===== src/rtl/pxa_pkg.sv =====
/*
 * Shared constants, state type and strap decoding for the two-wire port expander target.
 * Assumes a single 50 MHz system clock; the serial clock is sampled as plain data.
 */
package pxa_pkg;

    // Width of one serial byte and of each port group.
    localparam int BYTE_W = 8;
    // Width of a target address without the direction bit.
    localparam int ADDR_W = 7;
    // Bits of a byte counted before the acknowledge slot.
    localparam logic [3:0] BIT_LAST = 4'h8;
    // Fixed top three address bits of the open-drain group.
    localparam logic [2:0] IO_PREFIX = 3'h6;
    // Fixed top three address bits of the push-pull group.
    localparam logic [2:0] PP_PREFIX = 3'h5;
    // Strap connection codes as presented on the strap inputs.
    localparam logic [1:0] STRAP_GND = 2'h0;
    localparam logic [1:0] STRAP_SUPPLY = 2'h1;
    localparam logic [1:0] STRAP_CLK = 2'h2;
    localparam logic [1:0] STRAP_DATA = 2'h3;
    // Cycles after reset release before the synchronised straps are caught.
    localparam logic [1:0] STRAP_SETTLE = 2'h3;
    // Reset state of the open-drain pull-down enables (all released).
    localparam logic [7:0] IO_OE_RESET = 8'h00;
    // Reset state of the push-pull outputs.
    localparam logic [7:0] PP_RESET = 8'hff;
    // Reset value of the pin synchroniser: clock and data idle high.
    localparam logic [21:0] SYNC_RESET = 22'h300000;

    // Serial protocol states.
    typedef enum logic [2:0] {
        ST_IDLE,
        ST_ADDR,
        ST_ADDR_ACK,
        ST_WR_DATA,
        ST_WR_ACK,
        ST_RD_DATA,
        ST_RD_ACK,
        ST_IGNORE
    } pxa_state_type;

    // Address bits 3..2 selected by the high strap.
    function automatic logic [1:0] strap_high_bits(input logic [1:0] code);
        logic [1:0] bits;
        bits = 2'h0;
        case (code)
            STRAP_CLK: bits = 2'h0;
            STRAP_DATA: bits = 2'h1;
            STRAP_GND: bits = 2'h2;
            default: bits = 2'h3;
        endcase
        return bits;
    endfunction : strap_high_bits

    // Address bits 1..0 selected by the low strap.
    function automatic logic [1:0] strap_low_bits(input logic [1:0] code);
        logic [1:0] bits;
        bits = 2'h0;
        case (code)
            STRAP_GND: bits = 2'h0;
            STRAP_SUPPLY: bits = 2'h1;
            STRAP_CLK: bits = 2'h2;
            default: bits = 2'h3;
        endcase
        return bits;
    endfunction : strap_low_bits

endpackage : pxa_pkg


===== src/rtl/pxa_expander.sv =====
/*
 * Two-wire target of a 16-port expander: an open-drain group with transition detection
 * and a push-pull group, each at its own strapped address.
 * Assumes the bus controller drives the serial clock well below a quarter of ref_clk.
 */
// Functional notes
// - START, address with direction, data, STOP.
// - Idle lines high; detect START and STOP.
// - Data stays stable while clock is high.
// - Ninth clock carries the receiver's acknowledge.
// - Device acks writes; controller acks reads.
// - Two addresses: open-drain group, push-pull group.
// - Eighth bit low writes, high reads.
// - Prefixes 110 for ports, 101 outputs.
// - Two four-level straps give low bits.
// - Strap codes map onto address bits.
// - Snapshot differs from inputs: assert alert.
// - Address ack clears flags and alert.
// - Second byte gives flags before clearing.
// - Longer reads alternate resampled data, flags.
// - Input sampled at the preceding acknowledge.
// - Sent data becomes snapshot; alert held off.
// - Changes during read alert only at STOP.
// - Push-pull reads resample pins each acknowledge.
// - Readback shows true pin level.
// - Write ack samples; alert cleared for ports.
// - Each written byte sets whole group.
// - Alert is open-drain, released when inactive.
`timescale 1ns/1ps
`default_nettype none

module pxa_expander (
    input wire logic ref_clk,
    input wire logic rst_n,
    input wire logic scl_in,
    input wire logic sda_in,
    output logic sda_out,
    output logic sda_oe,
    input wire logic [1:0] addr_strap_high,
    input wire logic [1:0] addr_strap_low,
    input wire logic [pxa_pkg::BYTE_W-1:0] open_drain_io_ports_in,
    output logic [pxa_pkg::BYTE_W-1:0] open_drain_io_ports_out,
    output logic [pxa_pkg::BYTE_W-1:0] open_drain_io_ports_oe,
    input wire logic [pxa_pkg::BYTE_W-1:0] push_pull_outputs_in,
    output logic [pxa_pkg::BYTE_W-1:0] push_pull_outputs,
    output logic change_alert_n_out,
    output logic change_alert_oe
);
    import pxa_pkg::*;

    // Reset release flip-flops; the rest of the design uses the second.
    logic rst_meta_reg;
    logic rst_sync_n;
    // Synchronised pin levels.
    logic [21:0] pins_s;
    logic scl_s;
    logic sda_s;
    logic [1:0] strap_high_s;
    logic [1:0] strap_low_s;
    logic [7:0] io_s;
    logic [7:0] pp_s;
    // Previous serial levels for edge finding.
    logic scl_prev_reg;
    logic sda_prev_reg;
    // Strap capture.
    logic [1:0] strap_cnt_reg;
    logic strap_done_reg;
    logic [ADDR_W-1:0] io_addr_reg;
    logic [ADDR_W-1:0] pp_addr_reg;
    // Protocol engine.
    pxa_state_type state_reg;
    logic [3:0] bit_cnt_reg;
    logic [7:0] shift_reg;
    logic [7:0] tx_reg;
    logic is_read_reg;
    logic is_pp_reg;
    logic odd_reg;
    logic sda_oe_reg;
    // Transition detection.
    logic [7:0] snapshot_reg;
    logic [7:0] flags_reg;
    logic [7:0] flags_next;
    logic [7:0] saved_flags_reg;
    logic hold_reg;
    logic hold_next;
    logic alert_oe_reg;
    // Port drivers.
    logic [7:0] io_oe_reg;
    logic [7:0] pp_out_reg;
    // Bus events, each one cycle long.
    logic scl_rise;
    logic scl_fall;
    logic start_det;
    logic stop_det;
    logic ack_sample;
    logic snap_io;
    logic wr_apply;

    // Reset is asserted at once and released after two clean edges.
    always_ff @(posedge ref_clk or negedge rst_n)
    begin
        if (!rst_n)
        begin
            rst_meta_reg <= 1'b0;
            rst_sync_n <= 1'b0;
        end
        else
        begin
            rst_meta_reg <= 1'b1;
            rst_sync_n <= rst_meta_reg;
        end
    end

    // Every pin input passes two flip-flops before any logic reads it.
    pxa_bit_sync #(
        .WIDTH(22),
        .RESET_VALUE(SYNC_RESET)
    ) u_pin_sync (
        .ref_clk(ref_clk),
        .rst_n(rst_sync_n),
        .din({scl_in, sda_in, addr_strap_high, addr_strap_low, open_drain_io_ports_in, push_pull_outputs_in}),
        .dout(pins_s)
    );

    // Unpack the synchronised bundle.
    assign {scl_s, sda_s, strap_high_s, strap_low_s, io_s, pp_s} = pins_s;

    // Keep the last serial levels so that edges can be found.
    always_ff @(posedge ref_clk or negedge rst_sync_n)
    begin
        if (!rst_sync_n)
        begin
            scl_prev_reg <= 1'b1;
            sda_prev_reg <= 1'b1;
        end
        else
        begin
            scl_prev_reg <= scl_s;
            sda_prev_reg <= sda_s;
        end
    end

    // Clock edges, and data edges under a high clock as START and STOP.
    assign scl_rise = scl_s && !scl_prev_reg;
    assign scl_fall = !scl_s && scl_prev_reg;
    assign start_det = scl_s && scl_prev_reg && sda_prev_reg && !sda_s;
    assign stop_det = scl_s && scl_prev_reg && !sda_prev_reg && sda_s;

    // Acknowledge clock high edge where ports are sampled.
    assign ack_sample = scl_rise && ((state_reg == ST_ADDR_ACK) || ((state_reg == ST_RD_ACK) && !sda_s));
    // Open-drain sampling happens before every port-data byte and at a write's address.
    assign snap_io = ack_sample && !is_pp_reg && !odd_reg;
    // A received data byte is applied as its acknowledge begins.
    assign wr_apply = scl_fall && (state_reg == ST_WR_DATA) && (bit_cnt_reg == BIT_LAST);

    // The straps are caught once, after they have settled through the synchroniser.
    always_ff @(posedge ref_clk or negedge rst_sync_n)
    begin
        if (!rst_sync_n)
        begin
            strap_cnt_reg <= 2'h0;
            strap_done_reg <= 1'b0;
            io_addr_reg <= '0;
            pp_addr_reg <= '0;
        end
        else if (!strap_done_reg)
        begin
            strap_cnt_reg <= strap_cnt_reg + 2'h1;
            if (strap_cnt_reg == STRAP_SETTLE)
            begin
                // Both addresses share the four strapped low bits.
                strap_done_reg <= 1'b1;
                io_addr_reg <= {IO_PREFIX, strap_high_bits(strap_high_s), strap_low_bits(strap_low_s)};
                pp_addr_reg <= {PP_PREFIX, strap_high_bits(strap_high_s), strap_low_bits(strap_low_s)};
            end
        end
    end

    // Serial engine: address decode, acknowledges, byte shifting in both directions.
    always_ff @(posedge ref_clk or negedge rst_sync_n)
    begin
        if (!rst_sync_n)
        begin
            state_reg <= ST_IDLE;
            bit_cnt_reg <= 4'h0;
            shift_reg <= 8'h00;
            tx_reg <= 8'h00;
            is_read_reg <= 1'b0;
            is_pp_reg <= 1'b0;
            odd_reg <= 1'b0;
            sda_oe_reg <= 1'b0;
        end
        else if (start_det)
        begin
            // A START, repeated or not, always opens a new address phase.
            state_reg <= ST_ADDR;
            bit_cnt_reg <= 4'h0;
            odd_reg <= 1'b0;
            sda_oe_reg <= 1'b0;
        end
        else if (stop_det)
        begin
            // STOP frees the bus whatever state the transfer was in.
            state_reg <= ST_IDLE;
            sda_oe_reg <= 1'b0;
        end
        else
        begin
            case (state_reg)
                ST_ADDR, ST_WR_DATA:
                begin
                    // Bits are taken on the clock's rising edge, when data is stable.
                    if (scl_rise && (bit_cnt_reg != BIT_LAST))
                    begin
                        shift_reg <= {shift_reg[6:0], sda_s};
                        bit_cnt_reg <= bit_cnt_reg + 4'h1;
                    end
                    else if (scl_fall && (bit_cnt_reg == BIT_LAST))
                    begin
                        if (state_reg == ST_WR_DATA)
                        begin
                            // Written bytes are always acknowledged.
                            sda_oe_reg <= 1'b1;
                            state_reg <= ST_WR_ACK;
                        end
                        else if (strap_done_reg && ((shift_reg[7:1] == io_addr_reg) || (shift_reg[7:1] == pp_addr_reg)))
                        begin
                            // Matching address: pull data low through the ninth clock.
                            sda_oe_reg <= 1'b1;
                            is_read_reg <= shift_reg[0];
                            is_pp_reg <= (shift_reg[7:1] == pp_addr_reg);
                            state_reg <= ST_ADDR_ACK;
                        end
                        else
                        begin
                            // Foreign address: stay silent until the next START or STOP.
                            state_reg <= ST_IGNORE;
                        end
                    end
                end
                ST_ADDR_ACK, ST_RD_ACK:
                begin
                    if (ack_sample && is_read_reg)
                    begin
                        // Load the next byte: ports sampled during this acknowledge, or the saved flags.
                        if (is_pp_reg)
                        begin
                            tx_reg <= pp_s;
                        end
                        else if (odd_reg)
                        begin
                            tx_reg <= saved_flags_reg;
                        end
                        else
                        begin
                            tx_reg <= io_s;
                        end
                        odd_reg <= !is_pp_reg && !odd_reg;
                    end
                    else if (scl_rise && (state_reg == ST_RD_ACK))
                    begin
                        // No acknowledge from the controller ends the read.
                        state_reg <= ST_IGNORE;
                    end
                    else if (scl_fall)
                    begin
                        bit_cnt_reg <= 4'h0;
                        if (is_read_reg)
                        begin
                            // Release the ack and present the first bit, MSB first.
                            sda_oe_reg <= !tx_reg[7];
                            state_reg <= ST_RD_DATA;
                        end
                        else
                        begin
                            sda_oe_reg <= 1'b0;
                            state_reg <= ST_WR_DATA;
                        end
                    end
                end
                ST_WR_ACK:
                begin
                    // The acknowledge ends on the clock's fall; the next byte follows.
                    if (scl_fall)
                    begin
                        sda_oe_reg <= 1'b0;
                        bit_cnt_reg <= 4'h0;
                        state_reg <= ST_WR_DATA;
                    end
                end
                ST_RD_DATA:
                begin
                    // Data changes only while the clock is low.
                    if (scl_fall)
                    begin
                        if (bit_cnt_reg == 4'h7)
                        begin
                            // Hand the line to the controller for its acknowledge.
                            sda_oe_reg <= 1'b0;
                            state_reg <= ST_RD_ACK;
                        end
                        else
                        begin
                            sda_oe_reg <= !tx_reg[3'h6 - bit_cnt_reg[2:0]];
                            bit_cnt_reg <= bit_cnt_reg + 4'h1;
                        end
                    end
                end
                default:
                begin
                    // Idle and ignoring states never drive the data line.
                    sda_oe_reg <= 1'b0;
                end
            endcase
        end
    end

    // Flag and alert next values: clearing at a sample wins over setting by a live change.
    always_comb
    begin
        if (snap_io)
        begin
            // New snapshot equals the sampled inputs, so nothing is pending afterwards.
            flags_next = 8'h00;
        end
        else
        begin
            flags_next = flags_reg | (snapshot_reg ^ io_s);
        end
        if (stop_det)
        begin
            hold_next = 1'b0;
        end
        else if (snap_io && is_read_reg)
        begin
            hold_next = 1'b1;
        end
        else
        begin
            hold_next = hold_reg;
        end
    end

    // Snapshot, latched flags and the open-drain alert driver.
    always_ff @(posedge ref_clk or negedge rst_sync_n)
    begin
        if (!rst_sync_n)
        begin
            snapshot_reg <= 8'h00;
            flags_reg <= 8'h00;
            saved_flags_reg <= 8'h00;
            hold_reg <= 1'b0;
            alert_oe_reg <= 1'b0;
        end
        else
        begin
            if (snap_io)
            begin
                // Sent data becomes the new reference; old flags are kept for the next byte.
                snapshot_reg <= io_s;
                saved_flags_reg <= flags_reg;
            end
            flags_reg <= flags_next;
            hold_reg <= hold_next;
            alert_oe_reg <= (|flags_next) && !hold_next;
        end
    end

    // Port drivers follow each acknowledged written byte as a whole.
    always_ff @(posedge ref_clk or negedge rst_sync_n)
    begin
        if (!rst_sync_n)
        begin
            io_oe_reg <= IO_OE_RESET;
            pp_out_reg <= PP_RESET;
        end
        else if (wr_apply)
        begin
            if (is_pp_reg)
            begin
                pp_out_reg <= shift_reg;
            end
            else
            begin
                // A zero bit pulls the open-drain port low.
                io_oe_reg <= ~shift_reg;
            end
        end
    end

    // Open-drain pins only ever drive low; the serial clock is never driven.
    assign sda_out = 1'b0;
    assign sda_oe = sda_oe_reg;
    assign open_drain_io_ports_out = 8'h00;
    assign open_drain_io_ports_oe = io_oe_reg;
    assign push_pull_outputs = pp_out_reg;
    assign change_alert_n_out = 1'b0;
    assign change_alert_oe = alert_oe_reg;
endmodule : pxa_expander

`default_nettype wire


===== src/rtl/pxa_bit_sync.sv =====
/*
 * Two flip-flop synchroniser for a bundle of asynchronous pin levels.
 * Assumes the bundle holds independent levels; no word coherence is promised.
 */
`timescale 1ns/1ps
`default_nettype none

module pxa_bit_sync #(
    parameter int WIDTH = 1,
    parameter logic [WIDTH-1:0] RESET_VALUE = '0
) (
    input wire logic ref_clk,
    input wire logic rst_n,
    input wire logic [WIDTH-1:0] din,
    output logic [WIDTH-1:0] dout
);

    // First stage; only the second stage reads it.
    logic [WIDTH-1:0] meta_reg;

    // Both stages load the reset constant and then follow the pins.
    always_ff @(posedge ref_clk or negedge rst_n)
    begin
        if (!rst_n)
        begin
            meta_reg <= RESET_VALUE;
            dout <= RESET_VALUE;
        end
        else
        begin
            meta_reg <= din;
            dout <= meta_reg;
        end
    end

endmodule : pxa_bit_sync

`default_nettype wire


===== config.mk =====
export PLATFORM = sky130hd
export DESIGN_NAME = pxa_expander
export DESIGN_NICKNAME = d
export VERILOG_FILES = /design/src/rtl/pxa_pkg.sv /design/src/rtl/pxa_expander.sv /design/src/rtl/pxa_bit_sync.sv
export SDC_FILE = /design/constraint.sdc
export NUM_CORES = 1
export LEC_CHECK = 0
export ABC_AREA = 0
export BUFFER_PORTS_ARGS = -buffer_cell sky130_fd_sc_hd__buf_2
export CAP_MARGIN = 10
export CORE_UTILIZATION = 38
export CTS_CLUSTER_SIZE = 25
export DETAILED_ROUTE_END_ITERATION = 7
export SLEW_MARGIN = 20
export SYNTH_ARGS = -nofsm -noshare
export SYNTH_HDL_FRONTEND = slang
export SYNTH_SLANG_ARGS = --single-unit

===== constraint.sdc =====
create_clock -name ref_clk -period 5.7 [get_ports ref_clk]
set_clock_uncertainty 0.15 [all_clocks]
set_input_delay 0.57 -clock ref_clk [delete_from_list [all_inputs] [get_ports ref_clk]]
set_output_delay 0.57 -clock ref_clk [all_outputs]
set_load 0.01 [all_outputs]

==> results of run 1 <==
-- cell families after synthesis --
group / Yosys count / share of synthesized area [%]
AO/OA/AOI/OAI: 54 / 7.01
XOR/XNOR: 15 / 2.59
adder cells (fa/ha/maj): 3 / 0.740
buffers and inverters: 41 / 4.00
flip-flops: 125 / 62.0
multiplexers: 40 / 9.03
other: 2 / 0.148
AND/OR/NAND/NOR: 153 / 14.4
-- power groups by stage --
stage | combinational [mW] | clock, mW | sequential (mW)
2_1_floorplan | 0.301 | 0 | 1.10
4_1_cts | 0.332 | 1.10 | 1.14
3_5_place_dp | 0.328 | 0 | 1.15
3_3_place_gp | 0.318 | 0 | 1.14
6_report | 0.342 | 1.08 | 1.13
5_1_grt | 0.392 | 1.15 | 1.15
-- worst max-delay path, stage by stage, from the launching register on --
cell,delay (ns)
dfrtp_1,0.47
ha_1,0.29
and3b_1,0.24
o21ai_0,0.31
a21boi_4,0.13
or4b_1,0.52
a21oi_1,0.15
-- placed cells by master, fill, tap and decap left out, types with 3 or more instances in the layout --
| cell type | synthesis | layout |
|---|---|---|
| and3b_1 | 3 | 3 |
| ha_1 | 3 | 3 |
| dfrtp_1 | 111 | 110 |
| nor3_1 | 4 | 3 |
| nand4_1 | 4 | 4 |
| clkinv_4 | 0 | 3 |
| a31oi_1 | 3 | 3 |
| and3_1 | 3 | 3 |
| inv_6 | 0 | 9 |
| nor2_1 | 30 | 30 |
| conb_1 | 2 | 11 |
| o21ai_0 | 19 | 19 |
| mux2_2 | 20 | 20 |
| mux2i_1 | 18 | 18 |
| inv_1 | 15 | 15 |
| nand2_1 | 77 | 77 |
| nor2b_1 | 4 | 4 |
| xor2_1 | 13 | 13 |
| clkbuf_16 | 0 | 17 |
| nand4b_1 | 3 | 3 |
| a21oi_1 | 15 | 15 |
| dfstp_2 | 14 | 14 |
| nand2b_1 | 3 | 3 |
| buf_2 | 3 | 41 |
| nand3_1 | 7 | 7 |
-- per-stage QoR --
| stage | std cells | instance area, um^2 |
|---|---|---|
| floorplan | 442 | 5100 |
| global placement | 631 | 5410 |
| detailed placement | 631 | 5410 |
| CTS | 664 | 6020 |
| global route | 665 | 6050 |
| finish | 665 | 6050 |
-- synthesized netlist by cell type (2+ instances only) --
master    number
a21oi_1       15
a31oi_1        3
and2b_1        2
and3_1         3
and3b_1        3
buf_2          3
buf_4         10
clkbuf_1      11
conb_1         2
dfrtp_1      111
dfstp_2       14
ha_1           3
inv_1         15
mux2_2        20
mux2i_1       18
mux4_1         2
nand2_1       77
nand2b_1       3
nand3_1        7
nand4_1        4
nand4b_1       3
nor2_1        30
nor2b_1        4
nor3_1         4
o21ai_0       19
or4_1          2
xnor2_1        2
xor2_1        13
-- routing by layer --
metal | share of wire, % | vias up
li1 | - | 1551
met1 | 49 | 1538
met2 | 46 | 69
met3 | 2.8 | 10
met4 | 1.4 | 0
met5 | 0 | -
-- final timing paths --
check	end	start	slack, ns	cells past startpoint
min in group ref_clk	u_pin_sync.meta_reg[8]	open_drain_io_ports_in[0]	0.11	1
max reg2reg	bit_cnt_reg[2]	bit_cnt_reg[0]	3.36	6
max	bit_cnt_reg[2]	bit_cnt_reg[0]	3.36	6
min	u_pin_sync.dout[16]	rst_sync_n	0.09	0
min reg2reg	u_pin_sync.dout[16]	rst_sync_n	0.09	0
max in group asynchronous	scl_prev_reg	rst_sync_n	4.46	1
-- area by class of cell --
type | instances | area (um^2)
Clock buffer | 17 | 425
Clock inverter | 15 | 173
Fill cell | 1175 | 6770
Inverter | 15 | 56.3
Multi-Input combinational cell | 276 | 1780
Sequential cell | 125 | 3150
Tap cell | 172 | 215
Timing Repair Buffer | 45 | 258
==> metrics.txt, run 1 <==
# TYPE chip_impl_metric gauge
chip_impl_metric{name="fmax",unit="MHz"} 427
chip_impl_metric{name="route.detailed.wl_per_inst",unit="um"} 13.4
chip_impl_metric{name="finalWeightedCongestion",unit=""} 0.849
chip_impl_info{name="outcome",value="completed"} 1
chip_impl_info{name="ys_top_cells_by_area",value="dfrtp_1 (55%), dfstp_2 (7.3%), nand2_1 (5.7%), mux2_2 (4.4%), mux2i_1 (3.6%)"} 1
chip_impl_metric{name="tightestPinTransition",unit="ns"} 0.755
chip_impl_metric{name="pwr-share-comb",unit="%"} 13.4
chip_impl_metric{name="setup_ws",unit="ns"} 3.36
chip_impl_metric{name="number_of_global_route_vias_before_repair",unit=""} 3098
chip_impl_metric{name="syn_area_per_cell",unit="um^2"} 11.7
chip_impl_info{name="cts_root_buf",value="clkbuf_16"} 1
chip_impl_info{name="top_usage_layer",value="met2"} 1
chip_impl_metric{name="gr-total-overflow",unit=""} 0
chip_impl_info{name="worstSetupEndpointType",value="flip-flop"} 1
chip_impl_info{name="clock_tree_from_tritoncts",value="yes"} 1
chip_impl_metric{name="report.final.setup_viol",unit=""} 0
chip_impl_metric{name="final_net_count",unit=""} 507
chip_impl_metric{name="std_cell_rows",unit=""} 41
chip_impl_metric{name="drv.max_cap_violation_count",unit=""} 0
chip_impl_info{name="worst-setup-path-type",value="flip-flop to flip-flop"} 1
chip_impl_metric{name="timing.final.crit_share",unit="%"} 41.1
chip_impl_metric{name="seq_power_share",unit="%"} 44.4
chip_impl_metric{name="gr-usage-met1",unit="%"} 19.6
chip_impl_metric{name="routed-via-count",unit=""} 3168
chip_impl_info{name="ys.flop_type",value="dfrtp_1"} 1
chip_impl_metric{name="yosys_register_bits",unit=""} 125
chip_impl_metric{name="drt_first_pass_iters",unit=""} 4
chip_impl_metric{name="synth.yosys.warnings",unit=""} 0
chip_impl_metric{name="largest_net_degree_at_the_start_of_global_routing",unit=""} 87
chip_impl_metric{name="postSynth.asyncResetShare",unit="%"} 100
chip_impl_metric{name="largest_buffer_count_on_any_clock_path",unit=""} 2
chip_impl_metric{name="fin_tns_setup",unit="ns"} 0
chip_impl_metric{name="post-route-drc-count",unit=""} 0
chip_impl_metric{name="slew_headroom",unit="%"} 49.6
chip_impl_info{name="yosysTopAreaCell",value="dfrtp_1"} 1
chip_impl_metric{name="port_buffers",unit=""} 41
chip_impl_metric{name="switching_share",unit="%"} 28.4
chip_impl_metric{name="worst-endpoint-arrival",unit="ns"} 2.52
chip_impl_metric{name="diodes",unit=""} 0
chip_impl_metric{name="drt_wl_total",unit="um"} 8900
chip_impl_metric{name="clk-insertion-delay-late",unit="ns"} 0.41
chip_impl_metric{name="cts_made_buffers",unit=""} 17
chip_impl_metric{name="proportion_of_synthesized_chip_area_in_sequential_cells",unit="%"} 62.0
chip_impl_metric{name="syn-instance-count",unit=""} 433
chip_impl_metric{name="layout_cells_sized_above_1",unit="%"} 24.7
chip_impl_metric{name="holdWs",unit="ns"} 0.0920
chip_impl_metric{name="grt_use_met3",unit="%"} 3.54
chip_impl_metric{name="ctsHoldBuffers",unit=""} 1
chip_impl_metric{name="io_pins",unit=""} 52
chip_impl_metric{name="synth-edff-count",unit=""} 0
chip_impl_metric{name="fp.dieH",unit="um"} 118
chip_impl_metric{name="finalHoldViolCount",unit=""} 0
chip_impl_metric{name="critical_path_required",unit="ns"} 5.88
chip_impl_metric{name="path_max_fanout",unit=""} 8
chip_impl_info{name="min_path_type",value="flip-flop to async pin"} 1
chip_impl_metric{name="final_core_util",unit="%"} 47.2
chip_impl_metric{name="antenna_found_initial",unit=""} 0
chip_impl_metric{name="report.power.total",unit="mW"} 2.55
chip_impl_metric{name="cts_resized",unit=""} 0
chip_impl_info{name="crit_path_start_kind",value="flip-flop"} 1
chip_impl_metric{name="initial_utilization",unit="%"} 39.5
chip_impl_metric{name="global_route_wire_length_before_repair",unit="um"} 15500
chip_impl_metric{name="clkTransAtPathRegs",unit="ns"} 0.06
chip_impl_metric{name="cell_internal_pwr",unit="mW"} 1.82
chip_impl_metric{name="die_width",unit="um"} 118
chip_impl_metric{name="syn-cell-area",unit="um^2"} 5070
chip_impl_metric{name="floorplan.die_area",unit="um^2"} 13800
chip_impl_metric{name="grt_use_total",unit="%"} 14.2
chip_impl_metric{name="fp.coreArea",unit="um^2"} 12800
chip_impl_metric{name="hpwl",unit="um"} 5870
chip_impl_metric{name="drt.antenna.violating_nets",unit=""} 0
chip_impl_metric{name="cts.sink_count",unit=""} 125
chip_impl_metric{name="static-leakage-power",unit="nW"} 2.84
chip_impl_metric{name="area_growth",unit="%"} 19.4
chip_impl_metric{name="cts_max_level",unit=""} 4
chip_impl_metric{name="synthDistinctLibCells",unit=""} 58
chip_impl_metric{name="vias_per_cell",unit=""} 4.76
chip_impl_metric{name="post-place-ws",unit="ns"} 3.17
chip_impl_info{name="rsz0062_at_grt",value="no"} 1
chip_impl_metric{name="pwr-share-clk",unit="%"} 42.2
chip_impl_metric{name="cts_setup_buffers",unit=""} 0
chip_impl_metric{name="final_count_of_pins_violating_max_slew",unit=""} 0
chip_impl_metric{name="power.ir.vdd_worst",unit="mV"} 0.203
chip_impl_metric{name="first_iter_violations",unit=""} 125
chip_impl_metric{name="power.switching",unit="uW"} 724
chip_impl_metric{name="p_per_area",unit="nW/um^2"} 421
chip_impl_metric{name="post-synth-top-area-fraction",unit="%"} 54.8
chip_impl_metric{name="groute.layer.met2.usage",unit="%"} 20.9
chip_impl_metric{name="fin_crit",unit="ns"} 2.34
(Power assumes the default switching activity.)
==> run 2, diff against run 1 <==
--- a/config.mk
+++ b/config.mk
@@ -5,7 +5,7 @@
 export SDC_FILE = /design/constraint.sdc
 export NUM_CORES = 1
 export LEC_CHECK = 0
-export ABC_AREA = 0
+export ABC_AREA = 1
 export BUFFER_PORTS_ARGS = -buffer_cell sky130_fd_sc_hd__buf_2
 export CAP_MARGIN = 10
 export CORE_UTILIZATION = 38
==> constraint.sdc (replaced) <==
create_clock -name ref_clk -period 2.4 [get_ports ref_clk]
set_clock_uncertainty 0.15 [all_clocks]
set_input_delay 0.24 -clock ref_clk [delete_from_list [all_inputs] [get_ports ref_clk]]
set_output_delay 0.24 -clock ref_clk [all_outputs]
set_load 0.01 [all_outputs]
==> run 2 against run 1 <==
The run now ends with design-rule violations left. Maximum frequency grew 13%. Synthesized area grew 0.84%. Total power grew to 2.6 times the previous value. Combinational power grew to 3.9 times the previous value. Cell count grew 18%. Critical path type unchanged. Worst setup slack lost 3.0 ns. Die area grew 0.83%. Design area grew 4.2%. Critical path depth grew 4. Hold slack gained 0.066 ns. Clock power grew 130%. Sequential share of layout area shrank 2.1 points.
==> metrics.txt, run 2 <==
# TYPE chip_impl_metric gauge
chip_impl_info{name="synth_most_common_cell",value="nand2_1"} 1
chip_impl_info{name="violations_in_the_final_reports",value="design-rule violations"} 1
chip_impl_info{name="final_cell_mix",value="nand2_1 (135), dfrtp_1 (110), inv_1 (50)"} 1
chip_impl_metric{name="drv.max_cap_violation_count",unit=""} 0
chip_impl_metric{name="met3WireLength",unit="um"} 389
chip_impl_metric{name="post-route-drc-count",unit=""} 2
chip_impl_metric{name="route.detailed.wl_per_inst",unit="um"} 12.1
chip_impl_metric{name="first_iter_violations",unit=""} 241
chip_impl_metric{name="gr-total-overflow",unit=""} 0
chip_impl_metric{name="timing.final.crit_share",unit="%"} 86.0
chip_impl_info{name="worstSetupEndpointType",value="flip-flop"} 1
chip_impl_metric{name="routed-wl-met2",unit="um"} 4470
chip_impl_metric{name="final-seq-area",unit="um^2"} 3150
chip_impl_metric{name="report.power.total",unit="mW"} 6.55
chip_impl_info{name="min_path_type",value="flip-flop to async pin"} 1
chip_impl_metric{name="pwr-share-comb",unit="%"} 20.6
chip_impl_metric{name="worst-endpoint-arrival",unit="ns"} 2.25
chip_impl_metric{name="holdWs",unit="ns"} 0.158
chip_impl_metric{name="drt_first_pass_iters",unit=""} 6
chip_impl_info{name="worst-setup-path-type",value="flip-flop to flip-flop"} 1
chip_impl_metric{name="num-fill-cells",unit=""} 1203
chip_impl_metric{name="synth-edff-count",unit=""} 0
chip_impl_metric{name="setup_ws",unit="ns"} 0.336
chip_impl_metric{name="proportion_of_synthesized_chip_area_in_sequential_cells",unit="%"} 61.5
chip_impl_metric{name="initial_utilization",unit="%"} 38.8
chip_impl_metric{name="largest_net_degree_at_the_start_of_global_routing",unit=""} 63
chip_impl_metric{name="final_core_util",unit="%"} 47.8
chip_impl_metric{name="slew_headroom",unit="%"} 64.8
chip_impl_metric{name="floorplan.die_area",unit="um^2"} 13900
chip_impl_metric{name="routed-via-count",unit=""} 3608
chip_impl_info{name="cts_root_buf",value="clkbuf_16"} 1
chip_impl_metric{name="critical_path_required",unit="ns"} 2.58
chip_impl_metric{name="number_of_global_route_vias_before_repair",unit=""} 3555
chip_impl_metric{name="syn_area_per_cell",unit="um^2"} 9.85
chip_impl_metric{name="global_route_wire_length_before_repair",unit="um"} 16500
chip_impl_info{name="outcome",value="complete, but fails checks"} 1
chip_impl_metric{name="fmax",unit="MHz"} 484
chip_impl_metric{name="post-place-ws",unit="ns"} 0.319
chip_impl_metric{name="cell_internal_pwr",unit="mW"} 4.53
chip_impl_metric{name="post-synth-top-area-fraction",unit="%"} 54.3
chip_impl_metric{name="synth.yosys.warnings",unit=""} 0
chip_impl_metric{name="metal_1_wl",unit="um"} 4500
chip_impl_metric{name="fin_tns_setup",unit="ns"} 0
chip_impl_info{name="ys.flop_type",value="dfrtp_1"} 1
chip_impl_metric{name="pwr-share-clk",unit="%"} 37.7
chip_impl_metric{name="port_buffers",unit=""} 41
chip_impl_metric{name="tightestPinTransition",unit="ns"} 0.528
chip_impl_info{name="rsz0062_at_grt",value="no"} 1
chip_impl_metric{name="die_width",unit="um"} 118
chip_impl_metric{name="static-leakage-power",unit="nW"} 3.02
chip_impl_metric{name="postSynth.asyncResetShare",unit="%"} 100
chip_impl_info{name="ys_top_cells_by_area",value="dfrtp_1 (54%), nand2_1 (9.9%), dfstp_2 (7.2%), inv_1 (3.7%), nand3_1 (2.8%)"} 1
chip_impl_metric{name="fin_crit",unit="ns"} 2.06
chip_impl_metric{name="drt.antenna.violating_nets",unit=""} 0
chip_impl_metric{name="report.final.setup_viol",unit=""} 0
chip_impl_metric{name="diodes",unit=""} 0
chip_impl_metric{name="fp.coreArea",unit="um^2"} 13200
chip_impl_metric{name="synthDistinctLibCells",unit=""} 36
chip_impl_metric{name="seq_power_share",unit="%"} 41.6
chip_impl_metric{name="area_growth",unit="%"} 23.4
chip_impl_metric{name="switching_share",unit="%"} 30.8
chip_impl_metric{name="path_max_fanout",unit=""} 18
chip_impl_metric{name="largest_buffer_count_on_any_clock_path",unit=""} 2
chip_impl_metric{name="clkTransAtPathRegs",unit="ns"} 0.06
chip_impl_metric{name="fp.dieH",unit="um"} 118
chip_impl_metric{name="p_per_area",unit="nW/um^2"} 1040
chip_impl_metric{name="reg2reg_slack",unit="ns"} 0.34
chip_impl_metric{name="cts_max_level",unit=""} 4
chip_impl_metric{name="yosys_register_bits",unit=""} 125
chip_impl_metric{name="power.switching",unit="mW"} 2.02
chip_impl_info{name="yosysTopAreaCell",value="dfrtp_1"} 1
chip_impl_info{name="commonest_non_fill_non_tap_cell_in_the_layout",value="nand2_1"} 1
chip_impl_info{name="clock_tree_from_tritoncts",value="yes"} 1
chip_impl_metric{name="vias_per_cell",unit=""} 4.60
chip_impl_metric{name="cts.sink_count",unit=""} 125
chip_impl_metric{name="final_count_of_pins_violating_max_slew",unit=""} 0
chip_impl_info{name="top_signal_layer_used",value="met4"} 1
chip_impl_metric{name="std_cell_rows",unit=""} 42
chip_impl_metric{name="layout_cells_sized_above_1",unit="%"} 21.1
chip_impl_metric{name="syn-cell-area",unit="um^2"} 5110
chip_impl_metric{name="antenna_found_initial",unit=""} 0
chip_impl_metric{name="final_net_count",unit=""} 622
chip_impl_info{name="crit_path_start_kind",value="flip-flop"} 1
chip_impl_metric{name="grt_use_total",unit="%"} 15.4
chip_impl_metric{name="multi_input_area",unit="um^2"} 1630
chip_impl_metric{name="finalHoldViolCount",unit=""} 0
chip_impl_metric{name="drt_wl_total",unit="um"} 9500
chip_impl_metric{name="cts_made_buffers",unit=""} 17
chip_impl_info{name="synth.cells.most_frequent",value="nand2_1 (135), dfrtp_1 (111), inv_1 (50), nand3_1 (29)"} 1
chip_impl_metric{name="clk-insertion-delay-late",unit="ns"} 0.41
chip_impl_metric{name="hpwl",unit="um"} 6540
chip_impl_metric{name="io_pins",unit=""} 52
chip_impl_metric{name="syn-instance-count",unit=""} 519
chip_impl_metric{name="power.ir.vdd_worst",unit="mV"} 0.480
chip_impl_metric{name="finalWeightedCongestion",unit=""} 0.840
## run 2: power by group through the flow
| stage | Sequential (mW) | Clock (mW) | Combinational [mW] |
|---|---|---|---|
| CTS | 2.73 | 2.54 | 1.37 |
| detailed placement | 2.76 | 0 | 1.33 |
| global route | 2.78 | 2.64 | 1.56 |
| global placement | 2.75 | 0 | 1.29 |
| finish | 2.73 | 2.47 | 1.35 |
| floorplan | 2.70 | 0 | 1.07 |
## run 2: kinds of logic after synthesis
kind of cell | after synthesis | share of synthesized area, %
compound gates | 76 | 8.32
flops | 125 | 61.5
mux | 2 | 0.440
buf+inv | 80 | 7.20
fa+ha+maj | 3 | 0.734
xor+xnor | 12 | 2.06
simple gates | 219 | 19.6
other cells | 2 | 0.147
## run 2: timing repair
| action | CTS | global route |
|---|---|---|
| setup endpoints to repair | 0 | 0 |
| hold endpoints to repair | 24 | 0 |
| buffers inserted | 0 | 0 |
| hold buffers | 24 | 0 |
| resized for setup | 0 | 0 |
## run 2: worst paths after layout
check	startpoint	endpoint	depth (start not counted)
max	bit_cnt_reg[0]	state_reg[2]	10
min	rst_sync_n	u_pin_sync.meta_reg[6]	0
max reg2reg	bit_cnt_reg[0]	state_reg[2]	10
min reg2reg	rst_sync_n	u_pin_sync.meta_reg[6]	0
max in group asynchronous	rst_sync_n	push_pull_outputs[1]	1
min in group ref_clk	u_pin_sync.meta_reg[13]	u_pin_sync.dout[13]	0
## run 2: critical path: stages, from the launching register on
cell and delay, ns:
dfrtp_1 0.47, inv_1 0.17, ha_1 0.17, nand2_1 0.05, nor2_1 0.13, nor2_1 0.08, nand2_2 0.23, nand3_1 0.18
nor2_4 0.18, nand3_1 0.08, o21ai_1 0.09
## run 2: area by class of cell
type	instances	area share, %
Sequential cell	125	49.9
Inverter	59	3.53
Multi-Input combinational cell	323	25.9
Tap cell	176	3.49
Clock buffer	18	6.96
Timing Repair Buffer	69	7.93
Clock inverter	14	2.28
## run 2: metal layers
| layer | global-route usage (%) | vias to the layer above |
|---|---|---|
| li1 | - | 1792 |
| met1 | 20.5 | 1723 |
| met2 | 22.8 | 77 |
| met3 | 4.84 | 16 |
| met4 | 7.45 | 0 |
| met5 | 0 | - |
## run 2: metrics by stage
stage          cell area [um^2]  cells
2_1_floorplan              5150    528
3_3_place_gp               5490    728
3_5_place_dp               5490    728
4_1_cts                    6310    784
5_1_grt                    6310    784
6_report                   6310    784
